File: config.mk
export PLATFORM = sky130hd
export DESIGN_NAME = dcc_top
export DESIGN_NICKNAME = d
export VERILOG_FILES = /design/src/rtl/dcc_pkg.sv /design/src/rtl/dcc_arb_if.sv /design/src/rtl/dcc_arbiter.sv /design/src/rtl/dcc_top.sv
export SDC_FILE = /design/constraint.sdc
export NUM_CORES = 2
export LEC_CHECK = 0
export BUFFER_PORTS_ARGS = -buffer_cell sky130_fd_sc_hd__buf_2
export CAP_MARGIN = 25
export CORE_AREA = 4 4 248 250
export DETAILED_ROUTE_END_ITERATION = 8
export DIE_AREA = 0 0 252 254
export PLACE_DENSITY = 0.82
export SLEW_MARGIN = 20
export SYNTH_ARGS = -nofsm -noshare
export SYNTH_HDL_FRONTEND = slang
export SYNTH_SLANG_ARGS = --single-unit
File: constraint.sdc
create_clock -name CORE_CLK -period 10.42 [get_ports CORE_CLK]
set_clock_uncertainty 0.05 [all_clocks]
set_input_delay 1.563 -clock CORE_CLK [delete_from_list [all_inputs] [get_ports CORE_CLK]]
set_output_delay 1.563 -clock CORE_CLK [all_outputs]
set_load 0.01 [all_outputs]
File: src/rtl/dcc_pkg.sv
// Shared constants, types and helpers of the DMA channel control block
package dcc_pkg;

  // ------------------------------------------------------------
  // Sizes
  // ------------------------------------------------------------
  localparam int NCH   = 4;
  localparam int CNT_W = 14;

  // ------------------------------------------------------------
  // Register map (byte offsets)
  // ------------------------------------------------------------
  // Per-channel window, 32 bytes each, channel in address bits 6:5
  localparam logic [4:0] OFS_CON  = 5'h00;
  localparam logic [4:0] OFS_REQ  = 5'h04;
  localparam logic [4:0] OFS_STAL = 5'h08;
  localparam logic [4:0] OFS_STAH = 5'h0c;
  localparam logic [4:0] OFS_STBL = 5'h10;
  localparam logic [4:0] OFS_STBH = 5'h14;
  localparam logic [4:0] OFS_PAD  = 5'h18;
  localparam logic [4:0] OFS_CNT  = 5'h1c;
  // Shared registers
  localparam logic [7:0] OFS_PWC    = 8'h80;
  localparam logic [7:0] OFS_RQC    = 8'h84;
  localparam logic [7:0] OFS_PPS    = 8'h88;
  localparam logic [7:0] OFS_LCA    = 8'h8c;
  localparam logic [7:0] OFS_ADRL   = 8'h90;
  localparam logic [7:0] OFS_ADRH   = 8'h94;
  localparam logic [7:0] OFS_ISTAT  = 8'h98;
  localparam logic [7:0] OFS_IMASK  = 8'h9c;
  localparam logic [7:0] OFS_MANUAL = 8'ha0;

  // ------------------------------------------------------------
  // Control register fields
  // ------------------------------------------------------------
  localparam int CON_ON     = 15;
  localparam int CON_SIZE   = 14;
  localparam int CON_DIR    = 13;
  localparam int CON_HALF   = 12;
  localparam int CON_NULL_PERIPHERAL_WRITE  = 11;
  localparam int CON_AM_LSB = 4;
  localparam int CON_MD_LSB = 0;
  localparam logic [15:0] CON_IMPL = 16'hf833;
  localparam logic [15:0] REQ_IMPL = 16'h00ff;
  localparam logic [1:0]  AM_POSTINC = 2'h0;
  localparam logic [1:0]  AM_NOINC   = 2'h1;
  localparam logic [1:0]  AM_PIA     = 2'h2;

  // ------------------------------------------------------------
  // Reset values
  // ------------------------------------------------------------
  localparam logic [15:0]      RST_16  = 16'h0000;
  localparam logic [31:0]      RST_32  = 32'h0000_0000;
  localparam logic [CNT_W-1:0] RST_CNT = 14'h0000;
  localparam logic [3:0]       RST_LCA = 4'hf;

  typedef enum {ST_IDLE, ST_BUSY} dcc_state_t;

  // ------------------------------------------------------------
  // Helpers
  // ------------------------------------------------------------
  function automatic logic [15:0] merge16(input logic [15:0] old_v,
                                          input logic [15:0] new_v,
                                          input logic [1:0]  sel);
    merge16 = {sel[1] ? new_v[15:8] : old_v[15:8],
               sel[0] ? new_v[7:0]  : old_v[7:0]};
  endfunction

  function automatic logic [31:0] ram_addr(input logic [31:0]      start,
                                           input logic [CNT_W-1:0] idx,
                                           input logic             by_byte,
                                           input logic [1:0]       addressing_kind);
    if (addressing_kind == AM_POSTINC) begin
      ram_addr = by_byte ? start + {18'h0, idx} : start + {17'h0, idx, 1'b0};
    end else begin
      ram_addr = start;
    end
  endfunction

endpackage

File: src/rtl/dcc_arb_if.sv
// Request and grant bundle between the sequencer and the channel arbiter
`timescale 1ns/10ps
`default_nettype none
interface dcc_arb_if;
  logic [3:0] req;
  logic       gnt_valid;
  logic [1:0] gnt_ch;
  modport arb  (input req, output gnt_valid, output gnt_ch);
  modport user (output req, input gnt_valid, input gnt_ch);
endinterface
`default_nettype wire

File: src/rtl/dcc_arbiter.sv
// Fixed-priority channel arbiter, lowest channel number wins
`timescale 1ns/10ps
`default_nettype none
module dcc_arbiter (
  dcc_arb_if.arb bus
);
  always_comb begin
    bus.gnt_valid = |bus.req;
    bus.gnt_ch    = 2'h0;
    // Scan downward so the lowest pending channel is kept
    for (int c = 3; c >= 0; c--) begin
      if (bus.req[c]) begin
        bus.gnt_ch = 2'(c);
      end
    end
  end
endmodule
`default_nettype wire

File: src/rtl/dcc_top.sv
// Four-channel DMA control: registers, request logic and transfer sequencer
//
// The Wishbone register port and the placing of the registers were chosen for this implementation.
`timescale 1ns/10ps
`default_nettype none
// ------------------------------------------------------------
// Contract
// Four channels, each with own registers
// Control, select, two starts, peripheral, count
// Shared collision, ping-pong, channel, address status
// Completion flag kept outside; only events leave; code also latches completion flags in ISTAT and drives a level IRQ
// Enable bit 15 gates request response
// Bit 14 selects byte or word
// Bit 13 selects transfer direction
// Bit 12 selects half or full interrupt
// Bit 11 adds null peripheral write
// Bits 5-4 select addressing kind
// Bits 1-0 select continuous/one-shot, ping-pong
// Unimplemented control bits read zero
// Lowest channel number wins arbitration
// Ping-pong alternates start address per block
// Request source select or manual start
// Block completion raises channel event
// Control fields reset to zero
// Block ends after programmed count; one-shot stops
// ------------------------------------------------------------
module dcc_top
  import dcc_pkg::*;
(
  input  wire logic        CORE_CLK,
  input  wire logic        SYS_RST,
  input  wire logic        CLK_EN,
  input  wire logic        WB_CYC_I,
  input  wire logic        WB_STB_I,
  input  wire logic        WB_WE_I,
  input  wire logic [7:0]  WB_ADR_I,
  input  wire logic [3:0]  WB_SEL_I,
  input  wire logic [31:0] WB_DAT_I,
  output var  logic [31:0] WB_DAT_O,
  output var  logic        WB_ACK_O,
  input  wire logic        REQ_STROBE,
  input  wire logic [7:0]  REQ_SOURCE,
  output var  logic        XFER_VALID,
  output var  logic [1:0]  XFER_CHANNEL,
  output var  logic [31:0] XFER_RAM_ADDR,
  output var  logic [15:0] XFER_PERIPH_ADDR,
  output var  logic        XFER_RAM_TO_PERIPH,
  output var  logic        XFER_BYTE,
  output var  logic        XFER_NULL_WRITE,
  output var  logic        XFER_PERIPH_INDIRECT,
  input  wire logic        XFER_DONE,
  input  wire logic        XFER_WCOL,
  output var  logic [3:0]  CH_IRQ,
  output var  logic        IRQ
);

  // ------------------------------------------------------------
  // Storage
  // ------------------------------------------------------------
  logic [15:0]      con_reg    [NCH];
  logic [15:0]      reqsel_reg [NCH];
  logic [31:0]      sta_reg    [NCH];
  logic [31:0]      stb_reg    [NCH];
  logic [15:0]      pad_reg    [NCH];
  logic [CNT_W-1:0] cnt_reg    [NCH];
  logic [CNT_W-1:0] idx_reg    [NCH];
  logic [3:0]       pend_reg;
  logic [3:0]       ppst_reg;
  logic [3:0]       pwc_reg;
  logic [3:0]       rqc_reg;
  logic [3:0]       lca_reg;
  logic [31:0]      ladr_reg;
  logic [7:0]       istat_reg;
  logic [7:0]       imask_reg;
  dcc_state_t       state_reg;
  logic [1:0]       cur_reg;

  logic             wr_stb;
  logic             rd_stb;
  logic [7:0]       a;
  logic             in_ch;
  logic [1:0]       wch;
  logic [4:0]       off;
  logic [31:0]      rdv;
  logic [3:0]       on_vec;
  logic [3:0]       arm;
  logic [3:0]       set_req;
  logic [3:0]       clr_req;
  logic [3:0]       chan_ev;
  logic             done_ev;
  logic             blk_last;
  logic             half_pt;
  logic             stop_ev;
  logic [15:0]      ccur;

  dcc_arb_if arb ();

  dcc_arbiter u_arb (
    .bus (arb)
  );

  // ------------------------------------------------------------
  // Bus decode
  // ------------------------------------------------------------
  // Single-wait-state slave: request taken while ack is low
  assign wr_stb = CLK_EN & WB_CYC_I & WB_STB_I & WB_WE_I & ~WB_ACK_O;
  assign rd_stb = CLK_EN & WB_CYC_I & WB_STB_I & ~WB_WE_I & ~WB_ACK_O;
  assign a      = {WB_ADR_I[7:2], 2'h0};
  assign in_ch  = ~a[7];
  assign wch    = a[6:5];
  assign off    = a[4:0];

  always_comb begin
    rdv = RST_32;
    if (in_ch) begin
      unique case (off)
        OFS_CON:  rdv = {16'h0, con_reg[wch]};
        OFS_REQ:  rdv = {16'h0, reqsel_reg[wch]};
        OFS_STAL: rdv = {16'h0, sta_reg[wch][15:0]};
        OFS_STAH: rdv = {16'h0, sta_reg[wch][31:16]};
        OFS_STBL: rdv = {16'h0, stb_reg[wch][15:0]};
        OFS_STBH: rdv = {16'h0, stb_reg[wch][31:16]};
        OFS_PAD:  rdv = {16'h0, pad_reg[wch]};
        OFS_CNT:  rdv = {18'h0, cnt_reg[wch]};
        default:  rdv = RST_32;
      endcase
    end else begin
      case (a)
        OFS_PWC:   rdv = {28'h0, pwc_reg};
        OFS_RQC:   rdv = {28'h0, rqc_reg};
        OFS_PPS:   rdv = {28'h0, ppst_reg};
        OFS_LCA:   rdv = {28'h0, lca_reg};
        OFS_ADRL:  rdv = {16'h0, ladr_reg[15:0]};
        OFS_ADRH:  rdv = {16'h0, ladr_reg[31:16]};
        OFS_ISTAT: rdv = {24'h0, istat_reg};
        OFS_IMASK: rdv = {24'h0, imask_reg};
        default:   rdv = RST_32;
      endcase
    end
  end

  always_ff @(posedge CORE_CLK) begin
    if (SYS_RST) begin
      WB_ACK_O <= 1'b0;
      WB_DAT_O <= RST_32;
    end else if (CLK_EN) begin
      WB_ACK_O <= WB_CYC_I & WB_STB_I & ~WB_ACK_O;
      if (rd_stb) begin
        WB_DAT_O <= rdv;
      end
    end
  end

  // ------------------------------------------------------------
  // Channel configuration
  // ------------------------------------------------------------
  always_ff @(posedge CORE_CLK) begin
    if (SYS_RST) begin
      for (int c = 0; c < NCH; c++) begin
        con_reg[c]    <= RST_16;
        reqsel_reg[c] <= RST_16;
        sta_reg[c]    <= RST_32;
        stb_reg[c]    <= RST_32;
        pad_reg[c]    <= RST_16;
        cnt_reg[c]    <= RST_CNT;
      end
    end else if (CLK_EN) begin
      // Each channel owns its copy; the window picks which
      if (wr_stb && in_ch) begin
        unique case (off)
          OFS_CON: con_reg[wch] <= merge16(con_reg[wch], WB_DAT_I[15:0],
                                           WB_SEL_I[1:0]) & CON_IMPL;
          OFS_REQ: reqsel_reg[wch] <= merge16(reqsel_reg[wch], WB_DAT_I[15:0],
                                              WB_SEL_I[1:0]) & REQ_IMPL;
          OFS_STAL: sta_reg[wch][15:0] <= merge16(sta_reg[wch][15:0],
                                                  WB_DAT_I[15:0], WB_SEL_I[1:0]);
          OFS_STAH: sta_reg[wch][31:16] <= merge16(sta_reg[wch][31:16],
                                                   WB_DAT_I[15:0], WB_SEL_I[1:0]);
          OFS_STBL: stb_reg[wch][15:0] <= merge16(stb_reg[wch][15:0],
                                                  WB_DAT_I[15:0], WB_SEL_I[1:0]);
          OFS_STBH: stb_reg[wch][31:16] <= merge16(stb_reg[wch][31:16],
                                                   WB_DAT_I[15:0], WB_SEL_I[1:0]);
          OFS_PAD: pad_reg[wch] <= merge16(pad_reg[wch], WB_DAT_I[15:0],
                                           WB_SEL_I[1:0]);
          OFS_CNT: cnt_reg[wch] <= CNT_W'(merge16({2'h0, cnt_reg[wch]},
                                                  WB_DAT_I[15:0], WB_SEL_I[1:0]));
          default: ;
        endcase
      end
      // One-shot end drops the enable; hardware wins over a racing write
      if (stop_ev) begin
        con_reg[cur_reg][CON_ON] <= 1'b0;
      end
    end
  end

  always_comb begin
    for (int c = 0; c < NCH; c++) begin
      on_vec[c] = con_reg[c][CON_ON];
      // Fresh enable restarts the block at buffer A
      arm[c] = wr_stb && in_ch && off == OFS_CON && wch == 2'(c) &&
               !con_reg[c][CON_ON] &&
               WB_SEL_I[1] && WB_DAT_I[CON_ON];
    end
  end

  // ------------------------------------------------------------
  // Request capture and arbitration
  // ------------------------------------------------------------
  always_comb begin
    for (int c = 0; c < NCH; c++) begin
      set_req[c] = on_vec[c] &&
                   ((REQ_STROBE && REQ_SOURCE == reqsel_reg[c][7:0]) ||
                    (wr_stb && a == OFS_MANUAL && WB_SEL_I[0] && WB_DAT_I[c]));
      clr_req[c] = state_reg == ST_IDLE && arb.gnt_valid && arb.gnt_ch == 2'(c);
    end
  end

  assign arb.req = pend_reg & on_vec;

  always_ff @(posedge CORE_CLK) begin
    if (SYS_RST) begin
      pend_reg <= 4'h0;
      rqc_reg  <= 4'h0;
    end else if (CLK_EN) begin
      // A new request beats the grant-side clear
      pend_reg <= ((pend_reg & ~clr_req) | set_req) & on_vec;
      if (wr_stb && a == OFS_RQC && WB_SEL_I[0]) begin
        rqc_reg <= (rqc_reg & ~WB_DAT_I[3:0]) | (set_req & pend_reg & ~clr_req);
      end else begin
        rqc_reg <= rqc_reg | (set_req & pend_reg & ~clr_req);
      end
    end
  end

  // ------------------------------------------------------------
  // Transfer sequencer
  // ------------------------------------------------------------
  assign ccur     = con_reg[cur_reg];
  assign done_ev  = CLK_EN && state_reg == ST_BUSY && XFER_DONE;
  assign blk_last = idx_reg[cur_reg] == cnt_reg[cur_reg];
  assign half_pt  = idx_reg[cur_reg] == (cnt_reg[cur_reg] >> 1);
  // One-shot stops at block end; with ping-pong only after buffer B
  assign stop_ev  = done_ev && blk_last && ccur[CON_MD_LSB] &&
                    (!ccur[CON_MD_LSB+1] || ppst_reg[cur_reg]);

  always_comb begin
    for (int c = 0; c < NCH; c++) begin
      chan_ev[c] = done_ev && cur_reg == 2'(c) &&
                   (ccur[CON_HALF] ? half_pt : blk_last);
    end
  end

  always_ff @(posedge CORE_CLK) begin
    if (SYS_RST) begin
      state_reg            <= ST_IDLE;
      cur_reg              <= 2'h0;
      ppst_reg             <= 4'h0;
      lca_reg              <= RST_LCA;
      ladr_reg             <= RST_32;
      XFER_VALID           <= 1'b0;
      XFER_CHANNEL         <= 2'h0;
      XFER_RAM_ADDR        <= RST_32;
      XFER_PERIPH_ADDR     <= RST_16;
      XFER_RAM_TO_PERIPH   <= 1'b0;
      XFER_BYTE            <= 1'b0;
      XFER_NULL_WRITE      <= 1'b0;
      XFER_PERIPH_INDIRECT <= 1'b0;
      for (int c = 0; c < NCH; c++) begin
        idx_reg[c] <= RST_CNT;
      end
    end else if (CLK_EN) begin
      unique case (state_reg)
        ST_IDLE: begin
          if (arb.gnt_valid) begin
            cur_reg          <= arb.gnt_ch;
            XFER_VALID       <= 1'b1;
            XFER_CHANNEL     <= arb.gnt_ch;
            XFER_RAM_ADDR    <= ram_addr(ppst_reg[arb.gnt_ch] ?
                                         stb_reg[arb.gnt_ch] :
                                         sta_reg[arb.gnt_ch],
                                         idx_reg[arb.gnt_ch],
                                         con_reg[arb.gnt_ch][CON_SIZE],
                                         con_reg[arb.gnt_ch][CON_AM_LSB+:2]);
            XFER_PERIPH_ADDR <= pad_reg[arb.gnt_ch];
            XFER_BYTE        <= con_reg[arb.gnt_ch][CON_SIZE];
            XFER_RAM_TO_PERIPH <= con_reg[arb.gnt_ch][CON_DIR];
            // Null write only meaningful with peripheral-to-RAM direction
            XFER_NULL_WRITE  <= con_reg[arb.gnt_ch][CON_NULL_PERIPHERAL_WRITE] &
                                ~con_reg[arb.gnt_ch][CON_DIR];
            XFER_PERIPH_INDIRECT <= con_reg[arb.gnt_ch][CON_AM_LSB+:2]
                                    == AM_PIA;
            lca_reg          <= {2'h0, arb.gnt_ch};
            state_reg        <= ST_BUSY;
          end
        end
        ST_BUSY: begin
          if (XFER_DONE) begin
            XFER_VALID <= 1'b0;
            ladr_reg   <= XFER_RAM_ADDR;
            state_reg  <= ST_IDLE;
            if (blk_last) begin
              idx_reg[cur_reg] <= RST_CNT;
              if (ccur[CON_MD_LSB+1]) begin
                ppst_reg[cur_reg] <= ~ppst_reg[cur_reg];
              end
            end else begin
              idx_reg[cur_reg] <= idx_reg[cur_reg] + 14'h1;
            end
          end
        end
      endcase
      for (int c = 0; c < NCH; c++) begin
        if (arm[c]) begin
          idx_reg[c]  <= RST_CNT;
          ppst_reg[c] <= 1'b0;
        end
      end
    end
  end

  // ------------------------------------------------------------
  // Status and interrupts
  // ------------------------------------------------------------
  always_ff @(posedge CORE_CLK) begin
    if (SYS_RST) begin
      pwc_reg <= 4'h0;
    end else if (CLK_EN) begin
      for (int c = 0; c < NCH; c++) begin
        if (done_ev && XFER_WCOL && cur_reg == 2'(c)) begin
          pwc_reg[c] <= 1'b1;
        end else if (wr_stb && a == OFS_PWC && WB_SEL_I[0] && WB_DAT_I[c]) begin
          pwc_reg[c] <= 1'b0;
        end
      end
    end
  end

  always_ff @(posedge CORE_CLK) begin
    if (SYS_RST) begin
      imask_reg <= 8'h00;
    end else if (CLK_EN && wr_stb && a == OFS_IMASK && WB_SEL_I[0]) begin
      imask_reg <= WB_DAT_I[7:0];
    end
  end

  always_ff @(posedge CORE_CLK) begin
    if (SYS_RST) begin
      istat_reg <= 8'h00;
      CH_IRQ    <= 4'h0;
      IRQ       <= 1'b0;
    end else if (CLK_EN) begin
      // Read clears, but an event in the same cycle survives
      istat_reg <= ((rd_stb && a == OFS_ISTAT) ? 8'h00 : istat_reg) |
                   {set_req & pend_reg & ~clr_req, chan_ev};
      // One-cycle event per channel toward the interrupt controller
      CH_IRQ    <= chan_ev;
      IRQ       <= |(istat_reg & imask_reg);
    end
  end

endmodule
`default_nettype wire

# Yosys cells after proc, flatten, opt, wreduce, memory -nomap -nowiden
# Memory sizes are Yosys's and may differ from the RTL's. A register that Yosys moved wholly into a read port is not among the register bits.
# Index checks and enable logic that the tools add are counted.
# totals
out_inout_bits	93
ff_bits	177
inputBits	61
ram_bits	500
wordCells	428
n_memories	7
# mem_list
name	words	width	rd	rd_ports_with_merged_regs	write_ports	line_no	rtl
sta_reg	4	32	2	0	4	dcc_top.sv:62	logic [31:0] sta_reg [NCH];
stb_reg	4	32	2	0	4	dcc_top.sv:63	logic [31:0] stb_reg [NCH];
pad_reg	4	16	2	1	4	dcc_top.sv:64	logic [15:0] pad_reg [NCH];
cnt_reg	4	14	2	1	4	dcc_top.sv:65	logic [CNT_W-1:0] cnt_reg [NCH];
idx_reg	4	14	2	1	5	dcc_top.sv:66	logic [CNT_W-1:0] idx_reg [NCH];
con_reg	4	9	7	1	4	dcc_top.sv:60	logic [15:0] con_reg [NCH];
+1 memories	--	--	--	--	--	--	
# op_classes
n_addsub	3
n_eq_ne	44
bitwise_logic	56
n_reduce_logical	126
n_lt_le_gt_ge	3
mux	163
# op_table
op	n
$mux W32	8
$pmux W16 S8	2
$mux W8	15
$mux W1	96
$mux W14	6
$logic_and A1 B1 Y1	68
$logic_not A32 Y1	2
$pmux W32 S2	1
$reduce_or A32 Y1	2
$eq A6 B6 Y1 const B	9
$mux W2	20
$reduce_bool A2 Y1	20
$add A32 B14 Y32	1
$add A32 B15 Y32	1
$eq A32 B1 Y1 const B	1
$eq A32 B2 Y1 const B	1
$eq A8 B8 Y1	4
$eq A2 B2 Y1 const B	15
$and A1 B1 Y1	25
$and A4 B4 Y4	6
$mux W4	5
$reduce_and A5 Y1	4
$mux W9	2
$reduce_or A9 Y1	2
other kinds (32)	79

# Depth between registers and ports, before layout
# logic_depth
depth_word	21
depth_mapped	25
depth_no_buf	19

# Cells and area by module
# Synthesis repeated with hierarchy kept, for this count alone.
# hier_totals
hier_cells	2920
area_unflattened_um2	34458.0
# by_module_without_submodules
module	area_each_um2	cells_each	seq_area_each_um2	n_inst
dcc_top	34423.0	2913	17897.2	1
dcc_arbiter	35.0	7	0.0	1

# Least setup slack after synthesis
# Ideal clock, no wire load.
# synth_path
path_type	register to register
from	memory con_reg[1][8] (netlist bit)
to	register XFER_RAM_ADDR[22]
path_slack_ns	5.185
path_stages_with_launch	24
t_arrival_ns	5.099
setup_ns	0.086
required_time_ns	10.284
n_path_buf	5
period_less_slack_ns	5.235
cell_sequence	dfxtp_1 -> a22o_1 -> or3_4 -> o2111ai_4 -> buf_2 -> buf_2 -> buf_2 -> buf_1 -> clkbuf_1 -> mux2i_1 -> a21oi_1 -> ha_1 -> a21o_1 -> a21o_1 -> a21o_1 -> a21o_1 -> a21o_1 -> a21oi_1 -> nor2_1 -> a21oi_1 -> o31ai_4 -> o2111ai_1 -> xor2_1 -> a211oi_1
# synth_rtl
element	line_no	rtl
start: declaration	dcc_top.sv:60	
end signal: assignment	dcc_top.sv:279	XFER_RAM_ADDR <= ram_addr(ppst_reg[arb.gnt_ch] ?
end: declaration	dcc_top.sv:45	output var logic [31:0] XFER_RAM_ADDR,

==> flow_summary.toml <==
[placed_design]
placed_cells = 3861
portBuffers = 117
placed_cell_area_sq_mm = 0.0353
place_congestion = 0.969
dp_hpwl_um = 79800

[logic_synthesis]
synth_area_leader_cell = "edfxtp_1"
synth_async_sr_flop_share_pct = 0
synth.area.top_cells = "edfxtp_1 (43%), mux4_2 (10%), dfxtp_1 (8.8%), nor2_1 (7.6%), a21oi_1 (3.7%)"
synth-seq-area-share_pct = 52.3
yosysMostFrequentCell = "nor2_1"
synth_common_cells = "nor2_1 (691), edfxtp_1 (496), nand2_1 (259)"
synthCells = 3156
synth_top_flop_cell = "edfxtp_1"
synth_edf_count = 496
ys_ff_latch = 646
synth_area_per_cell_sq_um = 10.9
synth_cell_types = 101
syn_area_sq_mm = 0.0342
netlist.area_leader.share_pct = 43.5
synthesis.yosys.warnings = 0

[global_route]
grt_remaining_overflow = 0
grt_usage_pct = 36.5
grt_max_degree = 76
grt_use_met3_pct = 13.2
antenna_found_initial = 4
use_met1_pct = 46.8
met2_usage_pct = 53.1
busiest_layer = "met2"
grt_pass1_wl_um = 174000
first_global_vias = 27400

[clock_network]
hold_buffers = 0
clockBufferDepth = 3
post_cts_buffers = 0
cts-resized-gates = 0
clkTransAtPathRegs_ps = 60
cts-root-buf = "clkbuf_16"
cts_tree = "built"
clock-sinks = 646
clkLatencyLatePin_ps = 640
numCtsBuffers = 68
htreeDepth = 3

[min_path]
hold_path_class = "reg -> reg"

[power_and_ir_drop]
cellLeakagePower_nw = 13.4
ir_drop_v = 0.000122
power.density_mw_per_mm2 = 156

[floorplan]
initial_core_util_pct = 58.0
core-area_sq_mm = 0.0590
rows = 89
fp.dieW_um = 252
die_y_um = 254
ios = 154
die_area_sq_mm = 0.0640

[detailed_routing]
drtIter0Drc = 5535
antenna_left = 0
firstDrtPassIters = 9
wl_per_cell_um = 30.1
wl_um = 120000
vias = 28600
drcViolationCount = 2
routed_via_density = 7.17

[worst_setup_path]
worstSetupStartpointType = "flip-flop"
critPathKind = "reg -> reg"
cp-end-kind = "flip-flop"
cp.required_ps = 10880
cp_max_fo = 59
crit_arrival_ps = 6680

[cells_and_area]
multiInputGateArea_sq_mm = 0.0154
nNetsFinal = 3242
final_area_sq_mm = 0.0375
seqCellArea_sq_mm = 0.0179
fin_cells = 3987
fill_cells = 4489
drive_above_1_share_pct = 15.3
syn_to_final_growth_pct = 9.43

[sta]
setup_violations = 0
rsz0062_at_grt = "no"
fin_tns_setup_ps = 0
hold_violations = 0
timing.fmax_mhz = 161
finalCriticalPeriod_ps = 6220
finalMaxSlewViolations = 0
relSlewSlack_pct = 15.0
tightestPinTransition_ps = 1270
post-route-period-util_pct = 59.7

[status]
violations = "design-rule violations"
status = "complete, but fails checks"

[job]
maxCapViolations = 0
where the power goes:
| part | total [mW] | switching [mW] | internal (mW) |
|---|---|---|---|
| clock | 2.45 | 1.05 | 1.39 |
| combinational | 0.522 | 0.360 | 0.162 |
| sequential | 2.88 | 0.0431 | 2.84 |
stage by stage:
step | setup slack [ps] | power, mW | hold WS [ps] | utilization, %
global route | 3930 | 5.97 | 431 | 63.5
CTS | 4400 | 5.81 | 408 | 63.5
global placement | 4470 | 3.41 | 388 | 59.8
finish | 4200 | 5.85 | 405 | 63.5
detailed placement | 4440 | 3.43 | 395 | 59.8
floorplan | 5190 | 3.24 | 376 | -
final timing paths:
check / slack, ps / startpoint / cells after the start / endpoint
max: 4200 / con_reg[2][8]$_SDFFE_PP0P_ / 15 / XFER_RAM_ADDR[21]$_SDFFE_PP0P_
min: 410 / lca_reg[2]$_SDFFE_PP1P_ / 1 / lca_reg[2]$_SDFFE_PP1P_
max reg2reg: 4200 / con_reg[2][8]$_SDFFE_PP0P_ / 15 / XFER_RAM_ADDR[21]$_SDFFE_PP0P_
min reg2reg: 410 / lca_reg[2]$_SDFFE_PP1P_ / 1 / lca_reg[2]$_SDFFE_PP1P_
kinds of logic after synthesis:
| group | synth area share [%] |
|---|---|
| AOI/OAI and AO/OA | 13.0 |
| muxes | 12.2 |
| other | 0.0109 |
| and+or+nand+nor | 15.4 |
| xor gates and xnor gates | 3.04 |
| adders and majority gates | 0.935 |
| DFF | 52.3 |
| buffers and inverters | 3.23 |
cell type report:
| cell class | count | area share [%] |
|---|---|---|
| Antenna cell | 1 | 0.00668 |
| Clock buffer | 88 | 4.97 |
| Clock inverter | 37 | 0.901 |
| Inverter | 20 | 0.200 |
| Multi-Input combinational cell | 2258 | 41.0 |
| Sequential cell | 646 | 47.8 |
| Tap cell | 773 | 2.58 |
| Timing Repair Buffer | 164 | 2.58 |
critical path: stages (launching register included):
cell,delay (ps)
dfxtp_1,530
nand2_2,440
or3_4,540
o2111ai_4,90
buf_4,370
buf_4,770
o21ai_0,210
a21oi_1,670
ha_1,420
and3_1,260
and2_1,200
a221oi_1,490
a21oi_4,170
o31ai_2,440
nor3_1,100
o31a_1,300
cell usage in the layout, fill, tap and decap left out, drive strengths merged, types with 55 or more instances in the layout:
| master | count |
|---|---|
| buf | 164 |
| a21oi | 261 |
| nor2 | 692 |
| nand2 | 262 |
| o21ai | 55 |
| edfxtp | 496 |
| mux4 | 155 |
| clkbuf | 88 |
| xnor2 | 68 |
| dfxtp | 150 |
layer usage:
layer | vias up | share of wire [%]
met4 | 8 | 7.7
met2 | 2675 | 43
met3 | 551 | 17
met5 | - | 0.048
li1 | 11700 | -
met1 | 13600 | 33
No activity file was read; power rests on OpenSTA's default activity.
